[config.mk]
export PLATFORM = sky130hd
export DESIGN_NAME = qpv_top
export DESIGN_NICKNAME = d
export VERILOG_FILES = /design/src/rtl/qpv_pkg.sv /design/src/rtl/qpv_decode.sv /design/src/rtl/qpv_velocity.sv /design/src/rtl/qpv_top.sv
export SDC_FILE = /design/constraint.sdc
export NUM_CORES = 1
export LEC_CHECK = 0
export BUFFER_PORTS_ARGS = -buffer_cell sky130_fd_sc_hd__clkbuf_2
export CAP_MARGIN = 20
export CORE_MARGIN = 3
export CORE_UTILIZATION = 45
export DETAILED_ROUTE_END_ITERATION = 8
export PLACE_DENSITY = 0.75
export SETUP_SLACK_MARGIN = 0.1
export SLEW_MARGIN = 40
export SYNTH_ARGS = -nofsm -noshare
export SYNTH_HDL_FRONTEND = slang
export SYNTH_SLANG_ARGS = --single-unit
export TNS_END_PERCENT = 20
[constraint.sdc]
create_clock -name ref_clk_in -period 5.4 [get_ports ref_clk_in]
set_input_delay 0.27 -clock ref_clk_in [delete_from_list [all_inputs] [get_ports ref_clk_in]]
set_output_delay 0.27 -clock ref_clk_in [all_outputs]
set_load 0.005 [all_outputs]
[src/rtl/qpv_pkg.sv]
// Package for the quadrature position and velocity block.
// Assumes a single system clock; all configuration arrives as plain ports.
package qpv_pkg;
   localparam int POS_W        = 32;
   localparam int VEL_W        = 32;
   localparam int WIN_W        = 32;
   localparam int PREDIV_W     = 3;
   localparam int EVT_W        = 4;
   // Event bit positions
   localparam int EVT_ERR_BIT  = 0;
   localparam int EVT_DIR_BIT  = 1;
   localparam int EVT_TMR_BIT  = 2;
   localparam int EVT_IDX_BIT  = 3;
   // Reset values
   localparam logic [31:0] POS_RST = 32'h0000_0000;
   localparam logic [31:0] VEL_RST = 32'h0000_0000;
   localparam logic [31:0] MAX_RST = 32'hFFFF_FFFF;
   localparam logic [3:0]  EVT_RST = 4'h0;

   typedef struct packed {
      logic capture_both;   // Count edges on both phases
      logic index_reload;   // Reload position on index
      logic clock_dir;      // Clock plus direction decoding
      logic swap;           // Swap phase inputs
   } qpv_cfg_t;

   typedef struct packed {
      logic step;           // One counted edge
      logic fwd;            // Direction of that edge
      logic err;            // Both phases changed together
      logic index;          // Index rising edge
   } qpv_step_t;
endpackage

[src/rtl/qpv_decode.sv]
// Phase decoder: turns sampled phase and index pins into step events.
// Assumes inputs are synchronous to ref_clk_in.
`timescale 1ns/100ps
module qpv_decode (
   // Clock and reset
   input  wire logic             ref_clk_in,
   input  wire logic             reset_in,
   // Pins and configuration
   input  wire logic             phase_a_input_in,
   input  wire logic             phase_b_input_in,
   input  wire logic             index_in,
   input  wire qpv_pkg::qpv_cfg_t cfg_in,
   // Step events
   output qpv_pkg::qpv_step_t    step_out
);
   typedef struct packed {
      logic               a;
      logic               b;
      logic               idx;
      logic               primed;
      qpv_pkg::qpv_step_t st;
   } qpv_dec_state_t;

   qpv_dec_state_t s_q;
   qpv_dec_state_t s_d;
   logic           a;
   logic           b;
   logic           ach;
   logic           bch;

   always_comb begin
      a   = cfg_in.swap ? phase_b_input_in : phase_a_input_in;
      b   = cfg_in.swap ? phase_a_input_in : phase_b_input_in;
      ach = a ^ s_q.a;
      bch = b ^ s_q.b;
      s_d       = s_q;
      s_d.a     = a;
      s_d.b     = b;
      s_d.idx   = index_in;
      s_d.st    = '0;
      s_d.st.index = index_in & ~s_q.idx;
      if (cfg_in.clock_dir) begin
         // Rising edge of A is the clock, B is direction
         s_d.st.step = ach & a;
         s_d.st.fwd  = ~b;
      end else begin
         s_d.st.err  = ach & bch;
         if (ach & ~bch) begin
            s_d.st.step = 1'b1;
            s_d.st.fwd  = a ^ b;
         end else if (bch & ~ach & cfg_in.capture_both) begin
            s_d.st.step = 1'b1;
            s_d.st.fwd  = ~(a ^ b);
         end
      end
      s_d.primed = 1'b1;
      if (!s_q.primed) begin
         // First sample after reset only seeds the pin history
         s_d.st = '0;
      end
   end

   always_ff @(posedge ref_clk_in or posedge reset_in) begin
      if (reset_in) begin
         s_q <= '0;
      end else begin
         s_q <= s_d;
      end
   end

   assign step_out = s_q.st;
endmodule // qpv_decode

[src/rtl/qpv_velocity.sv]
// Velocity capture: predivides steps, counts them over a clock window.
// Assumes window length nonzero and set before enabling.
`timescale 1ns/100ps
module qpv_velocity #(
   parameter int VEL_W = qpv_pkg::VEL_W,
   parameter int WIN_W = qpv_pkg::WIN_W
) (
   // Clock and reset
   input  wire logic                 ref_clk_in,
   input  wire logic                 reset_in,
   // Control
   input  wire logic                 run_in,
   input  wire logic                 step_in,
   input  wire logic [2:0]           prediv_in,
   input  wire logic [WIN_W-1:0]     window_in,
   // Results
   output logic [VEL_W-1:0]          velocity_out,
   output logic                      window_done_out
);
   typedef struct packed {
      logic [6:0]       pre;
      logic [VEL_W-1:0] acc;
      logic [WIN_W-1:0] tmr;
      logic [VEL_W-1:0] vel;
      logic             done;
   } qpv_vel_state_t;

   qpv_vel_state_t s_q;
   qpv_vel_state_t s_d;
   logic [6:0]     lim;
   logic           div_pulse;

   always_comb begin
      lim       = 7'((8'h01 << prediv_in) - 8'h01);
      div_pulse = step_in && (s_q.pre >= lim);
      s_d       = s_q;
      s_d.done  = 1'b0;
      if (!run_in) begin
         // Hold result, restart window on next enable
         s_d.pre = '0;
         s_d.acc = '0;
         s_d.tmr = '0;
      end else begin
         if (step_in) begin
            s_d.pre = div_pulse ? 7'h00 : 7'(s_q.pre + 7'h01);
         end
         if (s_q.tmr >= window_in - WIN_W'(1)) begin
            s_d.vel  = s_q.acc + VEL_W'(div_pulse);
            s_d.acc  = '0;
            s_d.tmr  = '0;
            s_d.done = 1'b1;
         end else begin
            s_d.acc = s_q.acc + VEL_W'(div_pulse);
            s_d.tmr = s_q.tmr + WIN_W'(1);
         end
      end
   end

   always_ff @(posedge ref_clk_in or posedge reset_in) begin
      if (reset_in) begin
         s_q <= '0;
      end else begin
         s_q <= s_d;
      end
   end

   assign velocity_out    = s_q.vel;
   assign window_done_out = s_q.done;
endmodule // qpv_velocity

[src/rtl/qpv_top.sv]
// Top of the quadrature position and velocity block.
// Assumes plain-port software control, synchronous pins, one 25 MHz clock.
`timescale 1ns/100ps
module qpv_top #(
   parameter int POS_W = qpv_pkg::POS_W,
   parameter int VEL_W = qpv_pkg::VEL_W,
   parameter int WIN_W = qpv_pkg::WIN_W
) (
   // Clock and reset
   input  wire logic                 ref_clk_in,
   input  wire logic                 reset_in,
   // Encoder pins
   input  wire logic                 phase_a_input_in,
   input  wire logic                 phase_b_input_in,
   input  wire logic                 index_in,
   // Configuration
   input  wire logic                 enable_in,
   input  wire logic                 velocity_enable_in,
   input  wire qpv_pkg::qpv_cfg_t    cfg_in,
   input  wire logic [POS_W-1:0]     max_position_in,
   input  wire logic [2:0]           velocity_prediv_select_in,
   input  wire logic [WIN_W-1:0]     window_in,
   // Position load
   input  wire logic                 position_load_in,
   input  wire logic [POS_W-1:0]     position_value_in,
   // Events
   input  wire logic [3:0]           event_enable_in,
   input  wire logic [3:0]           event_clear_in,
   input  wire logic                 status_masked_in,
   // Results
   output logic [POS_W-1:0]          position_out,
   output logic [VEL_W-1:0]          velocity_out,
   output logic                      direction_out,
   output logic                      phase_error_out,
   output logic                      index_aligned_out,
   output logic [3:0]                event_status_out,
   output logic                      irq_out
);
   typedef struct packed {
      logic [POS_W-1:0] pos;
      logic             dir;
      logic             err;
      logic             aligned;
      logic [3:0]       evt;
      logic [3:0]       status;
      logic             irq;
   } qpv_top_state_t;

   qpv_top_state_t     s_q;
   qpv_top_state_t     s_d;
   qpv_pkg::qpv_step_t st;
   logic               win_done;
   logic [3:0]         set;

   qpv_decode u_decode (
      .ref_clk_in       (ref_clk_in),
      .reset_in         (reset_in),
      .phase_a_input_in (phase_a_input_in),
      .phase_b_input_in (phase_b_input_in),
      .index_in         (index_in),
      .cfg_in           (cfg_in),
      .step_out         (st)
   );

   qpv_velocity #(
      .VEL_W (VEL_W),
      .WIN_W (WIN_W)
   ) u_velocity (
      .ref_clk_in      (ref_clk_in),
      .reset_in        (reset_in),
      .run_in          (enable_in & velocity_enable_in),
      .step_in         (st.step),
      .prediv_in       (velocity_prediv_select_in),
      .window_in       (window_in),
      .velocity_out    (velocity_out),
      .window_done_out (win_done)
   );

   always_comb begin
      s_d = s_q;
      set = '0;
      if (enable_in) begin
         set[qpv_pkg::EVT_ERR_BIT] = st.err;
         set[qpv_pkg::EVT_IDX_BIT] = st.index;
         if (st.err) begin
            s_d.err = 1'b1;
         end
         if (st.step) begin
            s_d.dir = st.fwd;
            set[qpv_pkg::EVT_DIR_BIT] = st.fwd ^ s_q.dir;
            if (st.fwd) begin
               s_d.pos = (s_q.pos >= max_position_in) ? '0
                                                      : s_q.pos + POS_W'(1);
            end else begin
               s_d.pos = (s_q.pos == '0) ? max_position_in
                                         : s_q.pos - POS_W'(1);
            end
         end
         if (st.index && cfg_in.index_reload) begin
            s_d.pos     = s_d.dir ? '0 : max_position_in;
            s_d.aligned = 1'b1;
         end
      end
      set[qpv_pkg::EVT_TMR_BIT] = win_done;
      if (position_load_in) begin
         s_d.pos = position_value_in;
      end
      // Set wins over clear in the same cycle
      s_d.evt    = (s_q.evt & ~event_clear_in) | set;
      s_d.status = status_masked_in ? (s_q.evt & event_enable_in) : s_q.evt;
      s_d.irq    = |(s_d.evt & event_enable_in);
   end

   always_ff @(posedge ref_clk_in or posedge reset_in) begin
      if (reset_in) begin
         s_q         <= '0;
         s_q.pos     <= qpv_pkg::POS_RST[POS_W-1:0];
         s_q.dir     <= 1'b1;
         s_q.evt     <= qpv_pkg::EVT_RST;
      end else begin
         s_q <= s_d;
      end
   end

   assign position_out      = s_q.pos;
   assign direction_out     = s_q.dir;
   assign phase_error_out   = s_q.err;
   assign index_aligned_out = s_q.aligned;
   assign event_status_out  = s_q.status;
   assign irq_out           = s_q.irq;
endmodule // qpv_top

# [After elaboration in Yosys (flattened, before gate mapping)]
# Cells that the tools add are included.
[word_totals] reg_bits=156 inputBits=120 output_inout_bits=72 wordCells=91
[classes] addsub=7 order_cmp=3 n_eq_ne=1 n_shift=1 mux=28 bitwise_logic=21 n_reduce_logical=10
[op_table] cell="2-to-1 mux 32 bit" n=6
[op_table] cell="2-to-1 mux 71 bit" n=1
[op_table] cell="2-to-1 mux 33 bit" n=2
[op_table] cell="adder 32 x 1 -> 32 bit, second input constant" n=2
[op_table] cell="greater-or-equal comparator 32 bit" n=2
[op_table] cell="2-to-1 mux 64 bit" n=1
[op_table] cell="subtractor 32 x 1 -> 32 bit, second input constant" n=2
[op_table] cell="2-to-1 mux 35 bit" n=1
[op_table] cell="adder 32 x 1 -> 32 bit" n=1
[op_table] cell="zero test 32 bit" n=1
[op_table] cell="2-to-1 mux 7 bit" n=2
[op_table] cell="bitwise AND 4 bit" n=3
[op_table] cell="2-to-1 mux 1 bit" n=9
[op_table] cell="2-to-1 mux 2 bit" n=4
[op_table] cell="2-to-1 mux 4 bit" n=2
[op_table] cell="AND reduction 2 bit" n=4
[op_table] cell="adder 7 x 1 -> 7 bit, second input constant" n=1
[op_table] cell="bitwise AND 1 bit" n=7
[op_table] cell="greater-or-equal comparator 7 bit" n=1
[op_table] cell="left shift 1 x 3 -> 7 bit, first input constant" n=1
[op_table] cell="subtractor 7 x 1 -> 7 bit, second input constant" n=1
[op_table] cell="NOT 1 bit" n=5
[op_table] cell="NOT 4 bit" n=1
[op_table] cell="OR 4 bit" n=1
[op_table] cell="6 further kinds" n=10

# [Depth between registers and ports, before layout]
# Gate-level depths: netlist of the first run.
[depth] ltp_word=9 ltp_mapped=18 ltp_nobuf=17

# [Cells and area by module]
# From an unflattened synthesis of the first run, not the netlist that was laid out.
[unflattened] cells_unflattened=1428 area_unflattened_um2=12101.6
[modules_own_cells] mod="qpv_velocity" instances=1 cells_each=660 area_per_inst_um2=6366.1 seq_area_each_um2=2602.5
[modules_own_cells] mod="qpv_top" instances=1 cells_each=727 area_per_inst_um2=5282.6 seq_area_each_um2=1102.3
[modules_own_cells] mod="qpv_decode" instances=1 cells_each=41 area_per_inst_um2=452.9 seq_area_each_um2=200.2

# [Worst setup path after synthesis of the first run]
# No wires, ideal clock.
[synth_path] path_kind="in2reg" startpoint="input window_in[3]" endpoint="register u_velocity.s_q, in the netlist u_velocity.velocity_out[14]" setup_ns=0.125 arrival_ns=4.052 path_slack_ns=1.223 stages=17 path_buffers=2 cell_sequence="nor4_2 nand3b_1 or4_1 buf_2 nor3_4 nand2_1 nor2_1 nand2_1 xor2_1 ha_1 nand4_1 or2_2 a2111oi_0 o21ai_0 a21oi_2 buf_2 mux2_2"
[synth_between] elab_chain_cells=3
[synth_lines] element="start: declaration" line_no="qpv_top.sv:22" source="input wire logic [WIN_W-1:0] window_in,"
[synth_lines] element="subtractor 32 x 1 -> 32 bit" line_no="qpv_velocity.sv:47" source="if (s_q.tmr >= window_in - WIN_W'(1)) begin"
[synth_lines] element="greater-or-equal comparator 32 bit" line_no="qpv_velocity.sv:47"
[synth_lines] element="AND reduction 2 bit (no source line)"
[synth_lines] element="end signal: assignment" line_no="qpv_velocity.sv:61" source="s_q <= '0;"
[synth_lines] element="end signal: assignment" line_no="qpv_velocity.sv:63" source="s_q <= s_d;"
[synth_lines] element="end: declaration" line_no="qpv_velocity.sv:28" source="qpv_vel_state_t s_q;"
# No other way between the ends.
# A chain may end at the register's enable or synchronous reset.

# [Worst setup path after layout of the first run]
[layout_path] startpoint="input window_in[3]" endpoint="register u_velocity.s_q, in the netlist u_velocity.velocity_out[16]"
# Same word-level chain as after synthesis.

==> out/qor.yml, run 1 <==
sta:
  setup_viol: 0
  fin_skew_ns: 0.0125
  rsz0062_at_grt: "no"
  tns_ns: 0
  slew_viol_final: 0
  fin_crit_sh_pct: 77.8
  hold_viol: 0
  fmax_mhz: 238
  slew_headroom_pct: 47.5
  period_minus_slack_ns: 4.20
  worst_pin_slew_ns: 0.787
grt:
  grt_pass1_vias: 10586
  grt_pass1_wl_microns: 52900
  grt_overflow_total: 0
  antenna_found_initial: 1
  grt_use_total_pct: 22.9
  grt_max_degree: 72
cells_and_area:
  drive_above_1_share_pct: 20.1
  fill_cells: 2374
  antenna_cells: 0
  final_common_cell: "clkbuf_2"
  fin_nets: 1671
  layout_common_cells: "clkbuf_2 (191), dfrtp_1 (155), nor2_1 (148), nand2_1 (106), xnor2_1 (84)"
  area_growth_pct: 11.5
  fin_area_sq_mm: 0.0132
clocking:
  clkTransAtPathRegs_ns: 0.07
  cts.sinks: 156
  cts_tree: "built"
  clock_latency_ns: 0.43
  cts_buffers: 17
  root_buffer: "clkbuf_16"
  htree_levels: 4
  cts_resized: 0
  cts_buffer_depth: 2
pwr:
  ir_worst_vdd_v: 0.000192
  leakagePower_nw: 6.03
  power.density_mw_per_mm2: 239
critical_path:
  worstPathArrival_ns: 4.51
  path_max_fanout: 33
  crit_path_end_kind: "flop"
  startpoint_type: "input port"
  critPathKind: "input port to flop"
  cp.required_ns: 5.71
run_status:
  outcome: "completed"
synthesis:
  synth-edff-count: 0
  synthArstFlopShare_pct: 100
  synth_top_area_cell: "dfrtp_1"
  synth-seq-cells: 156
  ys_seq_area_share_pct: 33.0
  synth_top_area_share_pct: 32.8
  ys_warn_count: 0
  syn-instance-count: 1382
  synthDistinctLibCells: 76
  netlist_area_sq_mm: 0.0118
  synth_area_per_cell_sq_um: 8.55
  syn_nets: 1582
  synth_area_leaders: "dfrtp_1 (33%), ha_1 (8.5%), xnor2_1 (6.2%)"
  ys.flop_type: "dfrtp_1"
min_path:
  min_path_type: "input port to flop"
place:
  io_buffers: 191
  gp_congestion: 0.904
  hpwl_microns: 24100
  place_area_sq_mm: 0.0125
route:
  vias: 10384
  ant_nets: 0
  via_per_inst: 5.72
  drt-initial-drc-count: 730
  wire_per_inst_microns: 17.8
  drc: 0
  first_pass_iters: 5
  wirelength_microns: 32400
floorplanning:
  dieArea_sq_mm: 0.0282
  core_area_sq_mm: 0.0255
  start_util_pct: 46.4
  rows: 58
  fp.dieW_microns: 168
  die_y_microns: 168
  ios: 192
flow_run:
  cap_violations: 0
-- repair_timing --
action,4_1_cts,5_1_grt
hold buffers,2,0
endpoints found under the hold margin,45,0
setup buffers,0,0
-- metrics by stage --
step / power (W) / hold slack, ns / instances / worst slack (ns) / utilization [%]
floorplan: 0.00171 / 0.301 / 1382 / 0.925 / -
global placement: 0.00187 / 0.310 / 1780 / 0.838 / 49.1
detailed placement: 0.00189 / 0.321 / 1780 / 0.725 / 49.2
CTS: 0.00317 / 0.0232 / 1814 / 1.20 / 51.7
global route: 0.00330 / 0.0236 / 1814 / 0.653 / 51.7
finish: 0.00315 / 0.0442 / 1814 / 1.20 / 51.7
-- sequential cells by signal (all words and copies together), names as in the netlist --
name,count
irq_out,1
u_decode.s_q,4
u_decode.step_out,4
u_velocity.s_q,71
phase_error_out,1
s_q,4
u_velocity.velocity_out,32
event_status_out,4
u_velocity.window_done_out,1
position_out,32
index_aligned_out,1
direction_out,1
-- cell usage after synthesis, types with 44 or more instances --
master and n:
inv_1 80, nor3_1 44, clkbuf_1 48, o21ai_0 44
ha_1 80, nand3_1 61, dfrtp_1 155, buf_4 68
nand2_1 106, xor2_1 62, nor2_1 149, a21oi_1 82
xnor2_1 84
-- kinds of logic (layout without fill, tap and decap cells) --
kind of cell               Yosys count  in the layout  share of synthesized area [%]
xor gates and xnor gates           146            146                           10.8
other                                1              1                         0.0317
buffers and inverters              215            317                           9.29
and+or+nand+nor                    505            505                           21.8
DFF                                156            156                           33.0
adders and majority gates           80             80                           8.47
muxes                               38             38                           3.45
AOI/OAI and AO/OA                  241            241                           13.1
-- final timing paths --
| path | end | cells after the start | slack, ns | start |
|---|---|---|---|---|
| worst min register to register | phase_error_out$_DFFE_PP0P_ | 1 | 0.48 | phase_error_out$_DFFE_PP0P_ |
| max in group asynchronous | position_out[4]$_DFFE_PP0P_ | 4 | 3.98 | reset_in |
| worst max register to register | position_out[2]$_DFFE_PP0P_ | 9 | 1.93 | position_out[15]$_DFFE_PP0P_ |
| worst max-delay path | u_velocity.velocity_out[16]$_DFFE_PP0P_ | 17 | 1.20 | window_in[3] |
| min in group asynchronous | u_velocity.velocity_out[15]$_DFFE_PP0P_ | 3 | 0.41 | reset_in |
| worst min-delay path | s_q[6]$_DFF_PP0_ | 2 | 0.04 | event_clear_in[1] |
-- report_power, final --
| part | internal (W) | switching, W | total, W |
|---|---|---|---|
| Clock | 0.000675 | 0.000600 | 0.00127 |
| Sequential | 0.00121 | 0.000108 | 0.00132 |
| Combinational | 0.000233 | 0.000322 | 0.000556 |
| Total | 0.00212 | 0.00103 | 0.00315 |
-- layout make-up --
cell class / count / area, sq um / share of cell area, %
Clock inverter: 15 / 201 / 1.53
Tap cell: 330 / 413 / 3.13
Sequential cell: 156 / 3910 / 29.6
Inverter: 80 / 305 / 2.32
Timing Repair Buffer: 205 / 1080 / 8.21
Clock buffer: 17 / 425 / 3.23
Multi-Input combinational cell: 1011 / 6850 / 51.9
-- routing by layer --
metal	vias up	global-route usage, %	routed length, microns
li1	4914	-	-
met1	5010	28.7	13500
met2	370	39.0	15700
met3	88	4.46	2090
met4	2	9.32	1110
met5	-	0	13
-- critical path: stages --
cell       delay (ns)
clkbuf_2         0.11
nor4_2           0.34
nand3b_1         0.17
or4_1            0.65
nor3_4           0.24
nand2_1          0.13
nor2_1           0.24
nand2_1          0.10
xor2_1           0.15
ha_1             0.29
nand4_1          0.11
or2_2            0.32
a2111oi_0        0.31
o21ai_0          0.27
a21oi_4          0.20
buf_12           0.23
mux2_2           0.36
Power figures use the tool's default switching activity.
==> inputs of run 2 (changes only) <==
ABC_AREA = 1   (was unset)
PLACE_DENSITY = 0.77   (was 0.75)
clock period = 3.52 ns   (was 5.4 ns; I/O delays follow)
==> run 2 against run 1 <==
  * Wire length increased by 28%
  * First-iteration DRC count increased by 70%
  * Via count grew 29%
  * Worst setup slack got worse by 0.98 ns
  * Synthesized cell count is 40% higher
  * Flip-flop and latch count stayed put
  * Power grew 60%
==> out/qor.yml, run 2 <==
sta:
  worst_pin_slew_ns: 0.720  # was 0.787 ns
  fin_skew_ns: 0.0173  # was 0.0125 ns
  fin_crit_sh_pct: 93.8
  tns_ns: 0  # unchanged
  period_minus_slack_ns: 3.30
  slew_viol_final: 0  # unchanged
  hold_viol: 0  # unchanged
  fmax_mhz: 303
  rsz0062_at_grt: "yes"  # was no
  slew_headroom_pct: 51.9  # was 47.5%
  setup_viol: 0  # unchanged
floorplanning:
  rows: 62  # was 58
  start_util_pct: 45.9  # was 46.4%
  die_y_microns: 178  # was 168 microns
  dieArea_sq_mm: 0.0316  # was 0.0282 sq mm
  ios: 192  # unchanged
  core_area_sq_mm: 0.0289  # was 0.0255 sq mm
  fp.dieW_microns: 178  # was 168 microns
route:
  wl_met2_microns: 19600  # was 15700 microns
  drt-initial-drc-count: 1243  # was 730
  route.met3.wl_microns: 3030  # was 2090 microns
  drc: 0  # unchanged
  vias: 13406  # was 10384
  first_pass_iters: 6  # was 5
  ant_nets: 0  # unchanged
  top_layer: "met5"  # unchanged
  wirelength_microns: 41400  # was 32400 microns
  wire_per_inst_microns: 16.5  # was 17.8 microns
  wl_met1_microns: 17400  # was 13500 microns
  via_per_inst: 5.36  # was 5.72
pwr:
  pwr-share-comb_pct: 24.1  # was 17.6%
  ir_worst_vdd_v: 0.000333  # was 0.000192 V
  leakagePower_nw: 7.42  # was 6.03 nW
  swShare_pct: 34.2  # was 32.7%
  clkPwrFrac_pct: 36.8  # was 40.4%
  intPower_w: 0.00331  # was 0.00212 W
  p_switching_w: 0.00172  # was 0.00103 W
  power.density_mw_per_mm2: 328  # was 239 mW/mm^2
  seq_power_share_pct: 39.1  # was 41.9%
  power_w: 0.00503  # was 0.00315 W
critical_path:
  crit_path_end_kind: "flop"  # unchanged
  worstPathArrival_ns: 3.63  # was 4.51 ns
  r2r_setup_slack_ns: 0.22  # was 1.93 ns
  reg2reg_depth: 19  # was 9
  critPathKind: "flop to flop"  # was input port to flop
  r2r-end: "u_velocity.velocity_out[26]$_DFFE_PP0P_"  # was position_out[2]$_DFFE_PP0P_
  r2r_start: "u_velocity.s_q[99]$_DFFE_PP0P_"  # was position_out[15]$_DFFE_PP0P_
  path_max_fanout: 5  # was 33
  cp.required_ns: 3.85  # was 5.71 ns
  startpoint_type: "flop"  # was input port
clocking:
  htree_levels: 4  # unchanged
  clock_latency_ns: 0.44  # was 0.43 ns
  root_buffer: "clkbuf_16"  # unchanged
  clkTransAtPathRegs_ns: 0.07  # about the same
  cts_buffers: 17  # unchanged
  cts_buffer_depth: 2  # unchanged
  cts.sinks: 156  # unchanged
  cts_tree: "built"  # unchanged
place:
  hpwl_microns: 31700  # was 24100 microns
  place_area_sq_mm: 0.0142  # was 0.0125 sq mm
  gp_congestion: 0.962  # was 0.904
  io_buffers: 191  # unchanged
  dp_cells: 2422  # was 1780
run_status:
  outcome: "completed"  # unchanged
grt:
  grt_pass1_wl_microns: 66400  # was 52900 microns
  grt_pass1_vias: 13170  # was 10586
  grt_overflow_total: 0  # unchanged
  antenna_found_initial: 1  # unchanged
  grt_max_degree: 126  # was 72
  grt_use_total_pct: 26.3  # was 22.9%
synthesis:
  synthArstFlopShare_pct: 100  # unchanged
  synthMostInstantiatedCell: "nand2_1"  # was dfrtp_1
  synth-seq-cells: 156  # unchanged
  ys.flop_type: "dfrtp_1"  # unchanged
  synth-edff-count: 0  # unchanged
  synth_top_area_share_pct: 29.2  # was 32.8%
  ys_warn_count: 0  # unchanged
  synthDistinctLibCells: 45  # was 76
  synth_top_area_cell: "dfrtp_1"  # unchanged
  synth_area_leaders: "dfrtp_1 (29%), nand2_1 (14%), ha_1 (7.5%)"  # was dfrtp_1 (33%), ha_1 (8.5%), xnor2_1 (6.2%)
  syn_nets: 2134  # was 1582
  syn-instance-count: 1934  # was 1382
  synthTopCellsByCount: "nand2_1 (487), nor2_1 (216), inv_1 (201)"  # was dfrtp_1 (155), nor2_1 (149), nand2_1 (106)
  netlist_area_sq_mm: 0.0133  # was 0.0118 sq mm
  synth_area_per_cell_sq_um: 6.87  # was 8.55 sq um
  ys_seq_area_share_pct: 29.4  # was 33.0%
flow_run:
  cap_violations: 0  # unchanged
cells_and_area:
  layout_common_cells: "nand2_1 (486), nor2_1 (216), inv_1 (199), clkbuf_2 (191), dfrtp_1 (154)"  # was clkbuf_2 (191), dfrtp_1 (155), nor2_1 (148), nand2_1 (106), xnor2_1 (84)
  largest_reg_flops: 71  # unchanged
  final_common_cell: "nand2_1"  # was clkbuf_2
  instances_no_fill: 2501  # was 1814
  fin_area_sq_mm: 0.0153  # was 0.0132 sq mm
  area_growth_pct: 15.4  # was 11.5%
  post-route-util_pct: 53.0  # was 51.7%
  fin_nets: 2303  # was 1671
  top_register: "u_velocity.s_q"  # unchanged
  drive_above_1_share_pct: 16.8  # was 20.1%
min_path:
  whs_path_depth: 3  # was 2
  min_path_type: "input port to flop"  # unchanged
  holdCritStartpoint: "position_value_in[20]"  # was event_clear_in[1]
  hold_path_end: "position_out[20]$_DFFE_PP0P_"  # was s_q[6]$_DFF_PP0_
run 2: changes by cell type after synthesis, moves of 20 or more:
cell and change:
nand2_1 +381, inv_1 +121, nand3_1 +84, nor2_1 +67, xnor2_1 -57, o21ai_1 +29
clkbuf_1 -28, xor2_1 +26, a21oi_1 +23, mux2_2 -22, nor2_2 +22, nor2b_1 -22
a211oi_1 -20
run 2: worst max-delay path by stage:
stage	from	endpoint	cells after the start	slack (ns)
floorplan	window_in[0]	u_velocity.velocity_out[24]$_DFFE_PP0P_	23	0.42
global placement	velocity_prediv_select_in[2]	u_velocity.velocity_out[30]$_DFFE_PP0P_	21	0.23
detailed placement	window_in[0]	u_velocity.velocity_out[20]$_DFFE_PP0P_	22	0.15
CTS	u_velocity.s_q[99]$_DFFE_PP0P_	u_velocity.velocity_out[30]$_DFFE_PP0P_	18	0.14
global route	u_velocity.s_q[99]$_DFFE_PP0P_	u_velocity.velocity_out[22]$_DFFE_PP0P_	19	0.03
finish	u_velocity.s_q[99]$_DFFE_PP0P_	u_velocity.velocity_out[26]$_DFFE_PP0P_	19	0.22
run 2: stage by stage:
| step | hold WS, ns | worst slack, ns |
|---|---|---|
| after floorplan | 0.207 | 0.423 |
| after global placement | 0.302 | 0.234 |
| after detailed placement | 0.318 | 0.149 |
| after CTS | 0.00677 | 0.140 |
| after global routing | 0.0130 | 0.0264 |
| final | 0.00756 | 0.217 |
run 2: power by group through the flow:
| stage | clock, W | sequential (W) | combinational, W |
|---|---|---|---|
| finish | 0.00185 | 0.00197 | 0.00121 |
| global placement | 0 | 0.00200 | 0.00113 |
| floorplan | 0 | 0.00196 | 0.000805 |
| CTS | 0.00189 | 0.00196 | 0.00120 |
| detailed placement | 0 | 0.00200 | 0.00116 |
| global route | 0.00196 | 0.00197 | 0.00136 |
run 2: area by class of cell:
type / count / area [sq um]
clock buffer: 19 / 433
inverter: 210 / 792
tap: 384 / 480
antenna: 1 / 2.50
sequential: 156 / 3910
fill: 2760 / 13600
multi-input combinational: 1443 / 7820
clock inverter: 13 / 144
timing repair buffer: 275 / 1750
run 2: kinds of logic after synthesis:
kind of cell,Yosys count,share of synthesized area [%]
AOI/OAI and AO/OA,215,8.47
and+or+nand+nor,1032,34.8
DFF,156,29.4
buffers and inverters,335,12.2
adders and majority gates,80,7.54
xor gates and xnor gates,115,7.58
other,1,0.0282
run 2: critical path, stage by stage (launching register included):
cell and delay (ns):
dfrtp_2 0.44, ha_1 0.31, inv_1 0.07, o31ai_1 0.22, nand4_1 0.13, o2111ai_1 0.14, nand2_1 0.12, inv_1 0.08
ha_1 0.17, ha_2 0.21, nand4_1 0.12, nor2_2 0.20, nand3_2 0.15, nor2_4 0.15, nand2_2 0.09, nor2_4 0.12
nand2_2 0.09, nor2_2 0.14, xnor2_2 0.17, o21ai_1 0.09
run 2: what timing repair did:
action,4_1_cts,5_1_grt
hold endpoints to repair,72,0
setup buffers,0,2
gates resized for setup,0,9
endpoints found under the setup margin,0,12
hold buffers,44,0
run 2: metal layers:
layer,up-vias,track usage [%]
li1,6510,-
met1,6249,34.2
met2,532,44.2
met3,113,4.49
met4,2,9.23
met5,-,0
==> inputs of run 3 (changes only) <==
RECOVER_POWER = 100   (was unset)
==> run 3 against run 2 <==
  * Worst hold slack got worse by 0.0028 ns
  * Fmax fell by 0.54%
  * Register-to-register slack got worse by 0.02 ns
  * Global-route usage did not move
  * Critical path depth did not move
  * The flow now finishes with violations (max-capacitance violations, max-slew violations)
  * Die area is the same
  * Power down 0.40%
  * Non-clock buffer count unchanged
  * Sequential share of layout area increased by 0.25 points
  * Combinational power barely moved
  * Via count fell by 0.28%
  * Worst setup slack worse by 0.018 ns
==> out/qor.yml, run 3 (synthesis results as in run 2) <==
clocking:
  htree_levels: 4  # unchanged
  cts_tree: "built"  # unchanged
  cts.sinks: 156  # unchanged
  cts_buffer_depth: 2  # unchanged
  clock_latency_ns: 0.44  # about the same
  cts_buffers: 17  # unchanged
  clkTransAtPathRegs_ns: 0.07  # about the same
  root_buffer: "clkbuf_16"  # unchanged
critical_path:
  startpoint_type: "flop"  # unchanged
  worstPathArrival_ns: 3.65  # was 3.63 ns
  cp.required_ns: 3.85  # about the same
  critPathKind: "flop to flop"  # unchanged
  path_max_fanout: 5  # unchanged
  crit_path_end_kind: "flop"  # unchanged
pwr:
  ir_worst_vdd_v: 0.000334  # was 0.000333 V
  intPower_w: 0.00329  # was 0.00331 W
  clkPwrFrac_pct: 37.0  # was 36.8%
  pwr-share-comb_pct: 23.9  # was 24.1%
  seq_power_share_pct: 39.2  # was 39.1%
  swShare_pct: 34.4  # was 34.2%
  leakagePower_nw: 7.19  # was 7.42 nW
  p_switching_w: 0.00172  # about the same
  power.density_mw_per_mm2: 330  # was 328 mW/mm^2
floorplanning:
  rows: 62  # unchanged
  dieArea_sq_mm: 0.0316  # unchanged
  core_area_sq_mm: 0.0289  # unchanged
  fp.dieW_microns: 178  # unchanged
  die_y_microns: 178  # unchanged
  start_util_pct: 45.9  # unchanged
  ios: 192  # unchanged
sta:
  hold_viol: 0  # unchanged
  period_minus_slack_ns: 3.32  # was 3.30 ns
  worst_pin_slew_ns: 2.23  # was 0.720 ns
  tns_ns: 0  # unchanged
  fin_crit_sh_pct: 94.3  # was 93.8%
  fmax_mhz: 301  # was 303 MHz
  setup_viol: 0  # unchanged
  rsz0062_at_grt: "yes"  # unchanged
  fin_skew_ns: 0.0173  # about the same
  slew_viol_final: 50  # was 0
  slew_headroom_pct: -48.3  # was 51.9%
route:
  wirelength_microns: 41600  # was 41400 microns
  wire_per_inst_microns: 16.6  # was 16.5 microns
  vias: 13369  # was 13406
  first_pass_iters: 5  # was 6
  ant_nets: 0  # unchanged
  via_per_inst: 5.35  # was 5.36
  drc: 0  # unchanged
  drt-initial-drc-count: 1159  # was 1243
grt:
  grt_max_degree: 126  # unchanged
  grt_use_met1_pct: 34.2  # unchanged
  globalRouteMet2Util_pct: 44.2  # unchanged
  grt_pass1_vias: 13170  # unchanged
  busiest_layer: "met2"  # unchanged
  grt_overflow_total: 0  # unchanged
  grt_use_total_pct: 26.3  # unchanged
  antenna_found_initial: 1  # unchanged
  use_met3_pct: 4.49  # unchanged
  grt_pass1_wl_microns: 66400  # unchanged
cells_and_area:
  post-route-util_pct: 52.4  # was 53.0%
  largest_reg_flops: 71  # unchanged
  final_common_cell: "nand2_1"  # unchanged
  drive_above_1_share_pct: 13.4  # was 16.8%
  layout_common_cells: "nand2_1 (486), nor2_1 (218), inv_1 (199), dfrtp_1 (155), nand3_1 (146)"  # was nand2_1 (486), nor2_1 (216), inv_1 (199), clkbuf_2 (191), dfrtp_1 (154)
  fill_cells: 2820  # was 2760
  fin_nets: 2303  # unchanged
  area_growth_pct: 14.2  # was 15.4%
  top_register: "u_velocity.s_q"  # unchanged
run_status:
  violations: "max-capacitance violations, max-slew violations"
  outcome: "finished with violations"  # was completed
min_path:
  min_path_type: "input port to flop"  # unchanged
place:
  gp_congestion: 0.962  # unchanged
  hpwl_microns: 31700  # unchanged
  io_buffers: 191  # unchanged
flow_run:
  cap_violations: 2  # was 0
run 3: final cells by class:
cell class,instances,area [sq um],area share (%)
Sequential cell,156,3910,25.7
Timing Repair Buffer,275,1610,10.6
Clock inverter,13,144,0.949
Inverter,210,790,5.20
Multi-Input combinational cell,1443,7800,51.4
Tap cell,384,480,3.17
Antenna cell,1,2.50,0.0165
Clock buffer,19,433,2.85
run 3: routing by layer:
layer / share of wire, % / up-vias
met1: 43 / 6251
met5: 0.017 / -
met3: 6.5 / 95
met4: 2.7 / 2
met2: 48 / 506
li1: - / 6515
run 3: worst max-delay path, stage by stage, from the launching register on:
cell and delay (ns):
dfrtp_1 0.44, ha_1 0.33, inv_1 0.07, o31ai_1 0.22, nand4_1 0.13, o2111ai_1 0.14, nand2_1 0.11, inv_1 0.08
ha_1 0.18, ha_2 0.21, nand4_1 0.12, nor2_2 0.20, nand3_2 0.14, nor2_4 0.15, nand2_2 0.09, nor2_4 0.12
nand2_2 0.09, nor2_2 0.14, xnor2_2 0.17, o21ai_1 0.09
run 3: path summary, 6_finish.rpt:
kind / from / end / slack [ns] / depth (start not counted)
min in group asynchronous: reset_in / u_velocity.velocity_out[22]$_DFFE_PP0P_ / 0.61 / 3
hold reg to reg: u_decode.s_q[5]$_DFF_PP0_ / u_decode.step_out[0]$_DFF_PP0_ / 0.41 / 1
hold / removal: position_value_in[20] / position_out[20]$_DFFE_PP0P_ / 0.005 / 3
setup reg to reg: u_velocity.s_q[99]$_DFFE_PP0P_ / u_velocity.velocity_out[26]$_DFFE_PP0P_ / 0.20 / 19
setup / recovery: u_velocity.s_q[99]$_DFFE_PP0P_ / u_velocity.velocity_out[26]$_DFFE_PP0P_ / 0.20 / 19
max in group asynchronous: reset_in / u_velocity.s_q[97]$_DFFE_PP0P_ / 1.68 / 4
run 3: metrics by stage:
| stage | power (W) | instance area [sq um] | instances | setup WS, ns | hold WS [ns] |
|---|---|---|---|---|---|
| 2_1_floorplan | 0.00277 | 13300 | 1934 | 0.423 | 0.207 |
| 3_3_place_gp | 0.00313 | 14200 | 2422 | 0.234 | 0.302 |
| 3_5_place_dp | 0.00315 | 14200 | 2422 | 0.149 | 0.318 |
| 4_1_cts | 0.00506 | 15300 | 2498 | 0.140 | 0.00677 |
| 5_1_grt | 0.00528 | 15200 | 2500 | 0.00223 | 0.0130 |
| 6_report | 0.00501 | 15200 | 2501 | 0.200 | 0.00480 |
run 3: repair_timing:
action                                  4_1_cts  5_1_grt
hold buffers                                 44        0
endpoints found under the setup margin        0       12
endpoints found under the hold margin        72        0
resized for setup                             0        9
setup buffers                                 0        2
run 3: power groups by stage:
stage,registers [W],logic [W],clock network (W)
3_5_place_dp,0.00200,0.00116,0
5_1_grt,0.00197,0.00134,0.00196
3_3_place_gp,0.00200,0.00113,0
6_report,0.00196,0.00120,0.00185
2_1_floorplan,0.00196,0.000805,0
4_1_cts,0.00196,0.00120,0.00189
